===== src/hw/hfsc_pkg.sv =====
// Purpose: shared constants for the link fifo status and control block
// Assumes: 8-bit register port, byte-wide fifos
// Notes: offsets are the register addresses within one page
package hfsc_pkg;
    localparam logic [7:0] HFSC_OFS_STATE = 8'h14;
    localparam logic [7:0] HFSC_OFS_CTRL2 = 8'h15;
    // control register field positions
    localparam int HFSC_B_INTSEL = 7;
    localparam int HFSC_B_CYCLE = 6;
    localparam int HFSC_B_CRCINH = 5;
    localparam int HFSC_B_SEVEN = 4;
    localparam int HFSC_B_RXFRST = 1;
    localparam int HFSC_B_TXFRST = 0;
    localparam logic [7:0] HFSC_CTRL2_RESET = 8'h00;
    localparam logic [7:0] HFSC_CTRL2_WMASK = 8'hF3;
    // fifo status codes
    localparam logic [1:0] HFSC_TX_FULL = 2'h0;
    localparam logic [1:0] HFSC_TX_ATTH = 2'h1;
    localparam logic [1:0] HFSC_TX_EMPTY = 2'h2;
    localparam logic [1:0] HFSC_TX_BELOW = 2'h3;
    localparam logic [1:0] HFSC_RX_EMPTY = 2'h0;
    localparam logic [1:0] HFSC_RX_BELOW = 2'h1;
    localparam logic [1:0] HFSC_RX_FULL = 2'h2;
    localparam logic [1:0] HFSC_RX_ATTH = 2'h3;
    // abort counts only once this many packet bits have arrived
    localparam logic [4:0] HFSC_ABORT_MIN_BITS = 5'd26;
    localparam int HFSC_FIFO_DEPTH = 16;
    localparam int HFSC_FIFO_WIDTH = 8;
    localparam logic [4:0] HFSC_THRESH_RESET = 5'h08;
    localparam logic [7:0] HFSC_RESET_BYTE = 8'h00;
    localparam logic [7:0] HFSC_BCNT_RESET = 8'h00;
endpackage : hfsc_pkg


===== src/hw/hfsc_addr.sv =====
// Purpose: first address byte match for the receiver
// Assumes: byte presented with a one-cycle strobe
// Notes: combinational compare, registered by the caller
`timescale 1ns/10ps
module hfsc_addr
    import hfsc_pkg::*;
(
    input wire logic seven_mode,
    input wire logic [7:0] rx_byte,
    input wire logic [7:0] own_addr,
    output logic match
);
    // seven-bit mode ignores bit 0 of the address but demands it set
    always_comb
    begin
        if (seven_mode)
            match = (rx_byte[7:1] == own_addr[7:1]) && rx_byte[0]; // see R4
        else
            match = (rx_byte == own_addr);
    end
endmodule : hfsc_addr


===== src/hw/hfsc_fifo.sv =====
// Purpose: byte fifo whose pointers can be flushed without clearing storage
// Assumes: one clock, synchronous reset
// Notes: flush moves occupancy to empty, or to one word if a write lands in the same cycle; memory words keep their values
`timescale 1ns/10ps
module hfsc_fifo
    import hfsc_pkg::*;
#(
    parameter int WIDTH = 8,
    parameter int DEPTH = 16
)
(
    input wire logic core_clk,
    input wire logic srst,
    input wire logic flush,
    input wire logic in_valid,
    output logic in_ready,
    input wire logic [WIDTH-1:0] in_data,
    output logic out_valid,
    input wire logic out_ready,
    output logic [WIDTH-1:0] out_data,
    output logic [$clog2(DEPTH):0] level
);
    localparam int AW = $clog2(DEPTH);
    typedef struct packed
    {
        logic [AW-1:0] wp;
        logic [AW-1:0] rp;
        logic [AW:0] cnt;
        logic rdy;
    } hfsc_fifo_st_t;
    hfsc_fifo_st_t st_reg;
    hfsc_fifo_st_t st_next;
    logic [WIDTH-1:0] mem [DEPTH];
    logic push;
    logic pop;

    // ready is kept in a flop so a top-level port can come straight from it
    assign in_ready = st_reg.rdy;
    assign out_valid = (st_reg.cnt != '0);
    assign out_data = mem[st_reg.rp];
    assign level = st_reg.cnt;
    assign push = in_valid && in_ready;
    assign pop = out_valid && out_ready && !flush;

    // pointer update; flush drops occupancy only
    always_comb
    begin
        st_next = st_reg;
        if (flush)
        begin
            // a write in the flush cycle still lands, as the first word after it
            st_next.rp = st_reg.wp;
            st_next.cnt = {{AW{1'b0}}, push};
            if (push)
                st_next.wp = st_reg.wp + 1'b1;
        end
        else
        begin
            if (push)
                st_next.wp = st_reg.wp + 1'b1;
            if (pop)
                st_next.rp = st_reg.rp + 1'b1;
            st_next.cnt = st_reg.cnt + {{AW{1'b0}}, push} - {{AW{1'b0}}, pop};
        end
        st_next.rdy = (st_next.cnt != DEPTH[AW:0]);
    end

    always_ff @(posedge core_clk)
    begin
        if (srst)
        begin
            st_reg <= '0;
            st_reg.rdy <= 1'b1;
        end
        else
            st_reg <= st_next;
    end

    // storage has no reset, so a flush cannot wipe it
    always_ff @(posedge core_clk)
    begin
        if (push)
            mem[st_reg.wp] <= in_data;
    end
endmodule : hfsc_fifo


===== src/hw/hfsc_top.sv =====
// Purpose: fifo status register and second control register of one link controller page
// Assumes: host register port with one-cycle read and write strobes, single clock
// Notes: the tx fifo sits between host writes and the transmitter reads
//
// Summary of operation
// select bit chooses underrun or received abort for status bit 2
// cycling bit makes tx byte counter reload its loaded count repeatedly
// crc inhibit stops the check sequence after an end-of-packet byte
// seven-bit mode compares only seven bits of the first address byte
// seven-bit mode needs received address bit 0 set
// rx fifo reset clears pointers; status then shows rx fifo empty
// rx fifo reset disables receiver until the next flag arrives
// rx fifo reset leaves the stored data bytes untouched
// tx fifo reset empties the tx fifo in the status register
// tx fifo reset bit clears itself on the next host write to the fifo
// tx fifo reset leaves the stored data bytes untouched
// host writes zero to reserved control bits 3 and 2
// underrun event when the transmitter reads an empty tx fifo
// received abort counts only after at least 26 packet bits
// all writable control bits are zero after reset
`timescale 1ns/10ps
module hfsc_top
    import hfsc_pkg::*;
(
    input wire logic core_clk,
    input wire logic srst,
    input wire logic reg_wr,
    input wire logic reg_rd,
    input wire logic [7:0] reg_addr,
    input wire logic [7:0] reg_wdata,
    output logic [7:0] reg_rdata,
    input wire logic tx_fifo_wr,
    input wire logic [7:0] tx_fifo_wdata,
    input wire logic packet_end_tag,
    output logic tx_fifo_ready,
    input wire logic tx_fetch,
    output logic [7:0] tx_byte,
    output logic tx_byte_end,
    output logic tx_byte_valid,
    output logic tx_append_fcs,
    input wire logic [4:0] tx_threshold,
    input wire logic [4:0] rx_threshold,
    input wire logic [7:0] tx_count_load,
    output logic [7:0] tx_count,
    input wire logic rx_flag_seen,
    input wire logic rx_bit_strobe,
    input wire logic rx_abort_seen,
    input wire logic rx_byte_wr,
    input wire logic [7:0] rx_byte,
    input wire logic rx_first_byte,
    input wire logic [7:0] own_addr,
    input wire logic rx_fifo_rd,
    output logic [7:0] rx_fifo_rdata,
    output logic rx_enabled,
    output logic addr_match,
    output logic frame_abort_flag
);
    typedef struct packed
    {
        logic [7:0] ctrl;
        logic [7:0] rdata;
        logic rx_en;
        logic [4:0] bitcnt;
        logic [7:0] bcnt;
        logic [7:0] txb;
        logic txe;
        logic txv;
        logic fcs;
        logic match;
        logic ev2;
        logic [7:0] rxd;
    } hfsc_st_t;
    hfsc_st_t st_reg;
    hfsc_st_t st_next;

    logic [8:0] tx_out;
    logic tx_ovalid;
    logic [4:0] tx_lvl;
    logic [4:0] rx_lvl;
    logic rx_in_ready;
    logic rx_ovalid;
    logic [7:0] rx_odata;
    logic amatch;
    logic [1:0] tx_code;
    logic [1:0] rx_code;
    logic wr_ctrl;

    assign wr_ctrl = reg_wr && (reg_addr == HFSC_OFS_CTRL2);

    // tx fifo carries the end tag as a ninth bit
    hfsc_fifo #(.WIDTH(HFSC_FIFO_WIDTH + 1), .DEPTH(HFSC_FIFO_DEPTH)) u_txf
    (
        .core_clk(core_clk),
        .srst(srst),
        .flush(st_reg.ctrl[HFSC_B_TXFRST]), // see R9
        .in_valid(tx_fifo_wr),
        .in_ready(tx_fifo_ready),
        .in_data({packet_end_tag, tx_fifo_wdata}),
        .out_valid(tx_ovalid),
        .out_ready(tx_fetch),
        .out_data(tx_out),
        .level(tx_lvl)
    );

    hfsc_fifo #(.WIDTH(HFSC_FIFO_WIDTH), .DEPTH(HFSC_FIFO_DEPTH)) u_rxf
    (
        .core_clk(core_clk),
        .srst(srst),
        .flush(st_reg.ctrl[HFSC_B_RXFRST]), // see R6
        .in_valid(rx_byte_wr && st_reg.rx_en && !rx_first_byte && !st_reg.ctrl[HFSC_B_RXFRST]),
        .in_ready(rx_in_ready),
        .in_data(rx_byte),
        .out_valid(rx_ovalid),
        .out_ready(rx_fifo_rd),
        .out_data(rx_odata),
        .level(rx_lvl)
    );

    hfsc_addr u_addr
    (
        .seven_mode(st_reg.ctrl[HFSC_B_SEVEN]),
        .rx_byte(rx_byte),
        .own_addr(own_addr),
        .match(amatch)
    );

    // map occupancy onto the two-bit status codes
    always_comb
    begin
        if (tx_lvl == '0)
            tx_code = HFSC_TX_EMPTY;
        else if (tx_lvl == 5'(HFSC_FIFO_DEPTH))
            tx_code = HFSC_TX_FULL;
        else if (tx_lvl >= tx_threshold)
            tx_code = HFSC_TX_ATTH;
        else
            tx_code = HFSC_TX_BELOW;
        if (rx_lvl == '0)
            rx_code = HFSC_RX_EMPTY;
        else if (!rx_in_ready)
            rx_code = HFSC_RX_FULL;
        else if (rx_lvl >= rx_threshold)
            rx_code = HFSC_RX_ATTH;
        else
            rx_code = HFSC_RX_BELOW;
    end

    // next state of all control and status
    always_comb
    begin
        st_next = st_reg;
        st_next.ev2 = 1'b0;
        st_next.txv = 1'b0;
        st_next.fcs = 1'b0;
        // host write; reserved bits forced to zero
        if (wr_ctrl)
            st_next.ctrl = reg_wdata & HFSC_CTRL2_WMASK;
        else
            st_next.ctrl[HFSC_B_RXFRST] = 1'b0;
        // tx reset holds until a host byte arrives
        if (tx_fifo_wr && !wr_ctrl)
            st_next.ctrl[HFSC_B_TXFRST] = 1'b0;
        // rx reset stops the receiver, a flag restarts it
        if (st_reg.ctrl[HFSC_B_RXFRST])
            st_next.rx_en = 1'b0;
        else if (rx_flag_seen)
            st_next.rx_en = 1'b1;
        // packet bit counter saturates at the abort threshold
        if (rx_flag_seen)
            st_next.bitcnt = '0;
        else if (rx_bit_strobe && st_reg.bitcnt != HFSC_ABORT_MIN_BITS)
            st_next.bitcnt = st_reg.bitcnt + 5'd1;
        // status bit 2 meaning follows the select bit
        if (st_reg.ctrl[HFSC_B_INTSEL])
            st_next.ev2 = tx_fetch && !tx_ovalid; // see R1
        else
            st_next.ev2 = rx_abort_seen && st_reg.rx_en
                && st_reg.bitcnt == HFSC_ABORT_MIN_BITS; // see R1
        // transmitter byte hand-off
        if (tx_fetch && tx_ovalid)
        begin
            st_next.txb = tx_out[7:0];
            st_next.txe = tx_out[8];
            st_next.txv = 1'b1;
            st_next.fcs = tx_out[8] && !st_reg.ctrl[HFSC_B_CRCINH];
            if (st_reg.bcnt != '0)
                st_next.bcnt = st_reg.bcnt - 8'd1;
            else if (st_reg.ctrl[HFSC_B_CYCLE])
                st_next.bcnt = tx_count_load;
        end
        if (tx_count_load != st_reg.bcnt && st_reg.bcnt == '0 && !st_reg.ctrl[HFSC_B_CYCLE] && wr_ctrl)
            st_next.bcnt = tx_count_load;
        if (rx_byte_wr && rx_first_byte)
            st_next.match = amatch; // see R4
        if (rx_fifo_rd && rx_ovalid)
            st_next.rxd = rx_odata;
        // read data
        if (reg_rd && reg_addr == HFSC_OFS_STATE)
            st_next.rdata = {4'h0, tx_code, rx_code};
        else if (reg_rd && reg_addr == HFSC_OFS_CTRL2)
            st_next.rdata = st_reg.ctrl;
        else if (reg_rd)
            st_next.rdata = HFSC_RESET_BYTE;
    end

    always_ff @(posedge core_clk)
    begin
        if (srst)
        begin
            st_reg <= '0;
            st_reg.ctrl <= HFSC_CTRL2_RESET;
        end
        else
            st_reg <= st_next;
    end

    assign reg_rdata = st_reg.rdata;
    assign tx_byte = st_reg.txb;
    assign tx_byte_end = st_reg.txe;
    assign tx_byte_valid = st_reg.txv;
    assign tx_append_fcs = st_reg.fcs;
    assign tx_count = st_reg.bcnt;
    assign rx_enabled = st_reg.rx_en;
    assign addr_match = st_reg.match;
    assign frame_abort_flag = st_reg.ev2;
    assign rx_fifo_rdata = st_reg.rxd;
endmodule : hfsc_top


===== config.mk =====
export PLATFORM = sky130hd
export DESIGN_NAME = hfsc_top
export DESIGN_NICKNAME = d
export VERILOG_FILES = /design/src/hw/hfsc_pkg.sv /design/src/hw/hfsc_addr.sv /design/src/hw/hfsc_fifo.sv /design/src/hw/hfsc_top.sv
export SDC_FILE = /design/constraint.sdc
export NUM_CORES = 1
export LEC_CHECK = 0
export ABC_AREA = 1
export BUFFER_PORTS_ARGS = -buffer_cell sky130_fd_sc_hd__buf_2
export CORE_MARGIN = 2
export CORE_UTILIZATION = 44
export DETAILED_ROUTE_END_ITERATION = 12
export PLACE_DENSITY = 0.65
export RECOVER_POWER = 50
export SKIP_CTS_REPAIR_TIMING = 1
export SLEW_MARGIN = 25
export SYNTH_ARGS = -nofsm -noshare
export SYNTH_HDL_FRONTEND = slang
export SYNTH_SLANG_ARGS = --single-unit

===== constraint.sdc =====
create_clock -name core_clk -period 3.1 [get_ports core_clk]
set_input_delay 0.62 -clock core_clk [delete_from_list [all_inputs] [get_ports core_clk]]
set_output_delay 0.62 -clock core_clk [all_outputs]
set_load 0.02 [all_outputs]

**After elaboration in Yosys (flattened, before gate mapping)**

Memory sizes are Yosys's and may differ from the RTL's. A register that Yosys moved wholly into a read port is not among the register bits.
Cells that the tools add are included.
Widths: inputs -> output; s select.

- Bits in writable memories: 272
- Register bits: 69
- Memories: 2
- Bits of input ports: 71
- Bits in latches: 0
- Word-level logic and storage cells: 124
- Memory bits (read-only): 0

Memories:

| memory | depth | bits a word | rd ports | clocked after memory_dff | wr ports | RTL line | text |
|---|---|---|---|---|---|---|---|
| u_txf.mem | 16 | 9 | 1 | 1 | 1 | hfsc_fifo.sv:33 | `logic [WIDTH-1:0] mem [DEPTH];` |
| u_rxf.mem | 16 | 8 | 1 | 1 | 1 | hfsc_fifo.sv:33 |  |

- Equal/unequal tests: 10
- Div/mod/pow operators: 0
- $mul: 0
- Bitwise gates (word level): 2
- $add $sub $neg: 10
- Reduce and logical (&&, ||, !) cells: 49
- Order comparisons: 2
- Shift-type cells: 0
- Multiplexer cells: 27

Operators by type and width:

| cell | count |
|---|---|
| $mux 8 | 5 |
| $mux 4 | 7 |
| $logic_and 1x1->1 | 23 |
| $mux 19 | 1 |
| $mux 9 | 2 |
| $add 4x1->4 const B | 4 |
| $eq 8x5->1 const B | 2 |
| $ne 5x5->1 const B | 3 |
| $mux 2 | 6 |
| $reduce_or 2->1 | 6 |
| $add 5x1->5 | 2 |
| $eq 5x5->1 const B | 2 |
| $ge 5x5->1 | 2 |
| $logic_not 5->1 | 2 |
| $reduce_bool 5->1 | 2 |
| $sub 5x1->5 | 2 |
| $eq 8x8->1 | 1 |
| $logic_not 8->1 | 1 |
| $ne 8x8->1 | 1 |
| $reduce_bool 2->1 | 4 |
| $reduce_bool 8->1 | 1 |
| $sub 8x1->8 const B | 1 |
| $eq 7x7->1 | 1 |
| $logic_not 1->1 | 7 |
| other kinds (5) | 12 |

**Longest topological paths before layout**

Gate-level depths: netlist of run 1.

- Word-level depth: 8
- Mapped depth: 17
- Depth with buffers taken out: 17

**By module**

Synthesis of run 1 repeated with hierarchy kept, for this count alone.

- Cell total of the unflattened synthesis: 1,650
- Area total of the unflattened synthesis: 16,109.2 um^2

By module, submodules not included:

| module | cells an instance | instances | area each (um^2) |
|---|---|---|---|
| hfsc_fifo at u_txf | 627 | 1 | 6,860.3 |
| hfsc_fifo at u_rxf | 578 | 1 | 6,226.0 |
| hfsc_top | 412 | 1 | 2,882.8 |
| hfsc_addr | 33 | 1 | 140.1 |

**Least setup slack after synthesis of run 1**

OpenSTA, ideal clock, no wires.

- Path kind: flip-flop to flip-flop
- Start point: reg u_txf.st_reg, in the netlist u_txf.level[2]
- End point: reg u_txf.st_reg, in the netlist u_txf.in_ready
- Data required time: 2.973 ns
- Path slack: 0.521 ns
- Period minus slack after synthesis: 2.579 ns
- Buffers on the path: 0
- Arrival time: 2.452 ns
- Cell stages (with the launch flop): 17
- Path through: dfxtp_1 > inv_1 > ha_1 > nand2_1 > nor2_1 > nand2_1 > nand2_1 > nor2_1 > ha_1 > inv_1 > ha_1 > inv_1 > fa_1 > o21ai_0 > xor2_1 > nor3_1 > nand3_1

- Word-level cells in the longest chain between the ends: 6

RTL lines:

| item | RTL line | text |
|---|---|---|
| start, declared | hfsc_fifo.sv:31 | `hfsc_fifo_st_t st_reg;` |
| start signal, assigned | hfsc_fifo.sv:76 | `st_reg <= st_next;` |
| parallel branches: the longest is 3 deep, another holds $add 5x1->5 | n/a |  |
| $sub 5x1->5 (*) | hfsc_fifo.sv:63 | `st_next.cnt = st_reg.cnt + {{AW{1'b0}}, push} - {{AW{1'b0}}, pop};` |
| $mux 9 (*) | hfsc_fifo.sv:49 | `if (flush)` |
| $ne 5x5->1 (*) | hfsc_fifo.sv:65 | `st_next.rdy = (st_next.cnt != DEPTH[AW:0]);` |

Every way passes the cells marked *.
A chain may end at the register's enable or synchronous reset.

**Worst setup path after layout of run 1**

Same ends and word-level chain as after synthesis.

==> results of run 1 <==
cell type report:
cell class                      count  area, µm²  area share
Timing Repair Buffer              137        739      0.0425
Clock buffer                       48       1020      0.0585
Clock inverter                     21        264      0.0152
Multi-Input combinational cell    889       4620       0.265
Inverter                          108        408      0.0234
Tap cell                          455        569      0.0327
Sequential cell                   353       9790       0.562
worst reg2reg max path: stages (launching register included):
cell and delay, ps:
dfxtp_1 360, inv_1 80, ha_1 210, nand2_1 80, nor2_2 60, nand2_1 70
nand2_1 100, nor2_2 170, ha_1 260, inv_1 50, ha_1 160, inv_1 70
fa_1 430, o21ai_0 240, xor2_1 100, nor3_1 220, nand3_1 110
cells in the mapped netlist, types with 2 or more instances:
| cell type | n | area (µm²) |
|---|---|---|
| edfxtp_1 | 272 | 8170 |
| nor2_2 | 2 | 12.5 |
| nand2_4 | 2 | 22.5 |
| buf_4 | 38 | 285 |
| a21oi_1 | 35 | 175 |
| nor2_1 | 298 | 1120 |
| xnor2_1 | 9 | 78.8 |
| inv_2 | 4 | 15.0 |
| o21ai_0 | 166 | 831 |
| nor3_1 | 8 | 40.0 |
| and3_1 | 2 | 12.5 |
| nand3_1 | 73 | 365 |
| inv_1 | 99 | 372 |
| a31oi_1 | 8 | 50.1 |
| ha_1 | 36 | 450 |
| clkinv_1 | 4 | 15.0 |
| o211ai_1 | 84 | 631 |
| dfxtp_1 | 81 | 1620 |
| nand2_1 | 124 | 465 |
| clkbuf_1 | 31 | 116 |
| nand4_1 | 7 | 43.8 |
| o21a_1 | 2 | 15.0 |
| buf_2 | 23 | 115 |
| o21ai_1 | 3 | 15.0 |
| xor2_1 | 7 | 61.3 |
| buf_1 | 3 | 11.3 |
| a21oi_2 | 2 | 17.5 |
| a21o_1 | 3 | 22.5 |
| fa_1 | 2 | 40.0 |
worst paths after layout:
check	startpoint	end	cells after the start
worst max-delay path	u_txf.level[2]	u_txf.in_ready	16
worst min-delay path	reg_wdata[4]	st_reg[47]	3
worst max register to register	u_txf.level[2]	u_txf.in_ready	16
worst min register to register	tx_byte_end	tx_byte_end	2
through the flow:
| step | hold WS, ps | setup slack [ps] | power, mW | area, µm² | std cells |
|---|---|---|---|---|---|
| after global placement | 451 | 329 | 8.77 | 16200 | 1942 |
| after detailed placement | 462 | 169 | 8.85 | 16200 | 1942 |
| after floorplan | 407 | 521 | 8.05 | 15400 | 1446 |
| after CTS | 306 | 157 | 13.4 | 17500 | 2011 |
| after global routing | 319 | 21.9 | 14.1 | 17400 | 2011 |
| final | 322 | 220 | 13.4 | 17400 | 2011 |
report_power, final:
group	internal (mW)	switching (mW)
combinational	1.08	2.06
clock	2.76	1.84
sequential	5.35	0.262
layout by cell type (no fill, tap or decap), types with 3 or more instances in the layout:
cell type and n:
nor2_1 297, edfxtp_1 272, o21ai_0 166, nand2_1 124, inv_1 99, buf_2 91, o211ai_1 84, dfxtp_1 77
nand3_1 73, clkbuf_16 38, ha_1 36, a21oi_1 35, clkbuf_1 30, buf_4 21, clkinv_1 9, xnor2_1 9
a31oi_1 8, nor3_1 8, xor2_1 7, nand4_1 7, bufinv_16 5, clkinv_2 5, inv_2 4, nor2_2 4
dfxtp_2 4, a21o_1 3, o21ai_1 3, clkbuf_8 3, clkinvlp_4 3
cells by family after synthesis:
| logic type | after synthesis | share of synthesized area |
|---|---|---|
| simple gates | 523 | 0.141 |
| flops | 353 | 0.637 |
| compound gates | 312 | 0.120 |
| buf+inv | 204 | 0.0616 |
| fa+ha+maj | 38 | 0.0319 |
| xor+xnor | 16 | 0.00912 |
per-layer routing:
metal | vias up | track usage | wire (µm)
li1 | 5176 | - | -
met1 | 5167 | 0.269 | 15900
met2 | 331 | 0.326 | 17300
met3 | 52 | 0.0319 | 2070
met4 | 2 | 0.0510 | 665
met5 | - | 0 | 19
==> key figures, run 1 <==
Routing
  • DRC: 0
  • Via count: between 10000 and 15000
  • DRT Pass-1 Iters: 7
  • Post-DR wirelength/cell: roughly 18 µm
  • Starting DRT DRC Count: about 860
  • Vias per cell: 5.33
  • Routed Wire Length: 36000 µm
  • Final ANT Viol Nets: 0

Clock network
  • Buffer depth of the longest clock path: 3
  • CTS tree: done
  • Clk sink count: between 300 and 400
  • Clock Root Buffer: clkbuf_16
  • Clock Latency Late Sink: about 540 ps
  • H-tree level count: 2
  • CTS Buf Count: 38
  • Worst-path clk slew: 60 ps

Pwr
  • PD cells: between 700 and 800 mW/mm²
  • Maximum VDD drop: ~0.0004 V
  • Leakage: between 6 and 7 nW

Placed design
  • HPWL after DPL: around 23000 µm
  • Placer Congestion: between 0.8 and 0.9
  • Port Buf Inserts: around 110

Floorplanning
  • Die H: between 150 and 200 µm
  • Die X: between 150 and 200 µm
  • Initial Util: 0.446
  • Ports: 110
  • Die area: 0.0364 mm²
  • Floorplan row count: between 60 and 70
  • Core area: 0.0345 mm²

Worst setup path
  • Critical path arrival: about 3300 ps
  • Critical path peak fanout: 4
  • R2r setup slk: approximately 220 ps
  • Crit Path Category: flip-flop to flip-flop
  • CP required: 3500 ps
  • Family with the most delay on the worst path: adder cells
  • CP endpoint kind: flip-flop
  • Critical Path Source Type: flip-flop
  • Crit path cell chain: inv_1 -> ha_1 -> nand2_1 -> nor2_2 -> nand2_1 -> nand2_1 -> nor2_2 -> ha_1 -> inv_1 -> ha_1 -> inv_1 -> fa_1 -> o21ai_0 -> xor2_1 -> nor3_1 -> nand3_1
  • Slowest cell on the critical path: fa_1
  • CP Buf/Inv Count: 3
  • CP max stage delay: 430 ps

Finish
  • Fin util: 0.505
  • Share of cells above drive strength 1: 0.125
  • Area grow syn2layout: 13.3%
  • Number of flip-flops in the largest register: ~140
  • Fin nets: 1636
  • FILL cells: approximately 3100
  • Number of diodes: 0

STA
  • Relative max-transition margin: 0.318
  • Hold Violations, Final: 0
  • Max Fclk: 347 MHz
  • RSZ-0062 raised after global routing: no
  • Fin Setup TNS: 0 ps
  • Worst clock skew: around 31 ps
  • Clock period minus final worst setup slack: roughly 2900 ps
  • Final setup fails: 0
  • Final worst path period share: 0.929
  • Slew Limit Fails: 0
  • Slew @ Worst Pin: a little over 1000 ps

Global route
  • Initial antenna violation count: 1
  • All-Layer GR Usage: 0.197
  • Vias in the first global route: 10100
  • Gr ovfl total: 0
  • Largest net degree at the start of global routing: 73
  • First-pass GRT wire length: about 56000 µm

Flow run
  • Max_cap viols: 0

Min path
  • Hold Path Class: input pin to flip-flop

Synthesis
  • Synth unique cells: 47
  • Mapped Nets: approximately 1600
  • Post-Synthesis Cells: between 1000 and 1500
  • Synth Cell Area: 0.0154 mm²
  • Avg Cell Area, Syn: roughly 11 µm²
  • Post-synthesis register bit count: 353
  • Yosys warnings: 0
  • Post-synth EDFFs: 272
  • Post-synth ARST share: 0
  • Synth Flop Type: edfxtp_1
  • Sequential area share after synthesis: 0.637

Run status
  • Status: complete, no violations
Note: power is estimated with default switching activity, not from simulation.
==> run 2, diff against run 1 <==
--- a/config.mk
+++ b/config.mk
@@ -5,12 +5,12 @@
 export SDC_FILE = /design/constraint.sdc
 export NUM_CORES = 1
 export LEC_CHECK = 0
-export ABC_AREA = 1
+export ABC_AREA = 0
 export BUFFER_PORTS_ARGS = -buffer_cell sky130_fd_sc_hd__buf_2
 export CORE_MARGIN = 2
-export CORE_UTILIZATION = 44
+export CORE_UTILIZATION = 30
 export DETAILED_ROUTE_END_ITERATION = 12
-export PLACE_DENSITY = 0.65
+export PLACE_DENSITY = 0.49
 export RECOVER_POWER = 50
 export SKIP_CTS_REPAIR_TIMING = 1
 export SLEW_MARGIN = 25
==> run 2 against run 1 <==
Global-route usage is 6.0 points lower. Hold slack worse by 14 ps. Via count is 22% lower. Sequential share of layout area is 0.25 points lower. Design area is 0.46% higher. Count of clock-buffer cells in the layout stayed put. Sequential cell count stayed put. Area after synthesis is 3.2% lower. Register-to-register slack worse by 110 ps. Clock power is 1% higher.
==> key figures, run 2 <==
Run status
  • Status: complete, no violations

STA
  • Hold Violations, Final: 0
  • Worst clock skew: 21.1 ps
  • Final worst path period share: 0.966
  • Slew @ Worst Pin: 902 ps
  • Slew Limit Fails: 0
  • Relative max-transition margin: 0.397
  • Max Fclk: approximately 330 MHz
  • Final worst slack: about 110 ps
  • Final setup fails: 0
  • Fin Setup TNS: 0 ps
  • RSZ-0062 raised after global routing: yes
  • Clock period minus final worst setup slack: ~3000 ps

Synthesis
  • Most numerous cell in the Yosys netlist: edfxtp_1
  • Synth Cell Area: 0.0149 mm²
  • Area share of the largest cell type after synthesis: 0.549
  • Post-synth EDFFs: ~270
  • Sequential area share after synthesis: 0.658
  • Post-synth ARST share: 0
  • Post-Synthesis Cells: just under 1000
  • Largest area contributor in the netlist: edfxtp_1
  • Post-synthesis register bit count: approximately 350
  • Synth unique cells: 67
  • Avg Cell Area, Syn: ~15 µm²
  • Yosys warnings: 0
  • Mapped Nets: 1085
  • Synth Flop Type: edfxtp_1
  • Largest cells by area after synthesis: edfxtp_1 (55%), dfxtp_1 (11%), mux4_2 (10%)
  • Post-synth top cells: edfxtp_1 (272), dfxtp_1 (81), nor2_1 (69), mux4_2 (68), a21oi_1 (54)

Flow run
  • Max_cap viols: 0

Routing
  • Final ANT Viol Nets: 0
  • DRT Pass-1 Iters: 5
  • DRC: 0
  • Via count: approximately 8400
  • Routed Wire Length: about 35000 µm
  • Vias per cell: approximately 4.7
  • Post-DR wirelength/cell: ~19 µm
  • Starting DRT DRC Count: 450

Clock network
  • CTS Buf Count: 41
  • H-tree level count: 2
  • Worst-path clk slew: about 60 ps
  • Clock Root Buffer: clkbuf_16
  • Clk sink count: between 300 and 400
  • Clock Latency Late Sink: 570 ps
  • Buffer depth of the longest clock path: 3
  • CTS tree: done

Finish
  • Multi-input logic area: 0.00454 mm²
  • Fin util: 0.357
  • FILL cells: approximately 4700
  • Area occupied by registers: slightly below 0.01 mm²
  • Share of cells above drive strength 1: 0.247
  • Number of flip-flops in the largest register: roughly 140
  • Commonest non-fill, non-tap cell in the layout: edfxtp_1
  • Area grow syn2layout: 17.6%
  • Number of diodes: 0
  • Most frequent cells in the layout: edfxtp_1 (272), buf_2 (88), dfxtp_1 (76)
  • Final Non-Filler Cells: roughly 1800
  • Fin nets: approximately 1200

Worst setup path
  • Crit Path Category: flip-flop to flip-flop
  • Critical Path Source Type: flip-flop
  • Critical path arrival: between 3000 and 4000 ps
  • CP required: ~3500 ps
  • Slowest cell on the critical path: or4b_4
  • Family with the most delay on the worst path: simple AND/OR/NAND/NOR gates
  • Crit path cell chain: inv_2 -> ha_4 -> or4b_4 -> nand2_4 -> nor2_2 -> ha_1 -> inv_1 -> ha_2 -> inv_2 -> fa_2 -> xor2_1 -> a31oi_1 -> or4b_4
  • CP endpoint kind: flip-flop
  • CP max stage delay: 520 ps
  • Critical path peak fanout: 2
  • CP Buf/Inv Count: 3

Pwr
  • Sw power: 4.14 mW
  • Clock power frac: 0.336
  • Maximum VDD drop: about 0.00048 V
  • Leakage: 5.99 nW
  • PD cells: ~790 mW/mm²
  • Comb power frac: 0.259
  • P_int: between 9 and 10 mW
  • Total power: approximately 14 mW
  • Switch share: 0.298
  • Reg power frac: 0.405

Floorplanning
  • Core area: between 0.04 and 0.05 mm²
  • Floorplan row count: 81
  • Die X: between 200 and 250 µm
  • Initial Util: 0.304
  • Ports: 110
  • Die area: a little over 0.05 mm²
  • Die H: 227 µm

Placed design
  • HPWL after DPL: about 23000 µm
  • Dpl cells: between 1500 and 2000
  • Dpl ws: approximately 99 ps
  • Port Buf Inserts: 107
  • Placer Congestion: 0.787

Global route
  • Largest net degree at the start of global routing: between 50 and 60
  • All-Layer GR Usage: 0.136
  • Gr ovfl total: 0
  • Vias in the first global route: ~8600
  • Initial antenna violation count: 1
  • First-pass GRT wire length: around 52000 µm

Min path
  • Hold Path Class: input pin to flip-flop
-- run 2: changes by cell type in the layout (fill, tap and decap cells not counted), moves of 12 or more --
| cell | change |
|---|---|
| nor2_1 | -229 |
| o21ai_0 | -161 |
| nand2_1 | -95 |
| o211ai_1 | -83 |
| mux4_2 | +68 |
| inv_1 | -60 |
| nand3_1 | -60 |
| a22oi_1 | +31 |
| a21oi_1 | +18 |
| nor3_1 | +17 |
| and2_1 | +15 |
| nor2b_1 | +12 |
| xor2_1 | +12 |
-- run 2: power by group through the flow --
stage | clock [mW] | combinational [mW] | sequential (mW)
6_report | 4.66 | 3.60 | 5.63
5_1_grt | 4.97 | 3.99 | 5.66
4_1_cts | 4.81 | 3.62 | 5.63
3_5_place_dp | 0 | 3.59 | 5.73
3_3_place_gp | 0 | 3.58 | 5.72
2_1_floorplan | 0 | 2.82 | 5.63
-- run 2: logic make-up (layout without fill, tap and decap cells) --
kind of cell             after synthesis  count (layout)  share of synthesized area
XOR/XNOR                              39              39                     0.0230
adder cells (fa/ha/maj)               38              38                     0.0330
flip-flops                           353             353                      0.658
AND/OR/NAND/NOR                      214             214                     0.0738
multiplexers                          79              79                      0.111
buffers and inverters                121             274                     0.0408
AO/OA/AOI/OAI                        132             132                     0.0608
-- run 2: worst min-delay path: cells and delay by family --
family        cells  cell delay [ps]
mux               1               50
buf+inv           1               80
simple gates      1               70
-- run 2: path summary, 6_finish.rpt --
kind / start / to / slack (ps) / cells past startpoint
hold reg to reg: reg_rdata[2] / reg_rdata[2] / 480 / 2
setup reg to reg: u_rxf.level[2] / u_rxf.in_ready / 110 / 13
hold / removal: reg_wdata[4] / st_reg[47] / 310 / 3
setup / recovery: u_rxf.level[2] / u_rxf.in_ready / 110 / 13
-- run 2: through the flow --
step | hold slack (ps) | cell area, µm²
after floorplan | 423 | 14900
final | 308 | 17500
after detailed placement | 467 | 16200
after global routing | 290 | 17500
after CTS | 277 | 17500
after global placement | 457 | 16200
-- run 2: final cells by class --
| type | instances | area share |
|---|---|---|
| Clock buffer | 48 | 0.0601 |
| Multi-Input combinational cell | 502 | 0.259 |
| Tap cell | 664 | 0.0475 |
| Clock inverter | 28 | 0.0147 |
| Inverter | 45 | 0.00965 |
| Timing Repair Buffer | 153 | 0.0488 |
| Sequential cell | 353 | 0.560 |
-- run 2: per-layer routing --
layer	share of wire	wire length, µm	GRT usage
met2	0.48	16800	0.220
met1	0.45	15800	0.186
met4	0.019	663	0.0401
met3	0.042	1470	0.0275
met5	0.00029	10	0
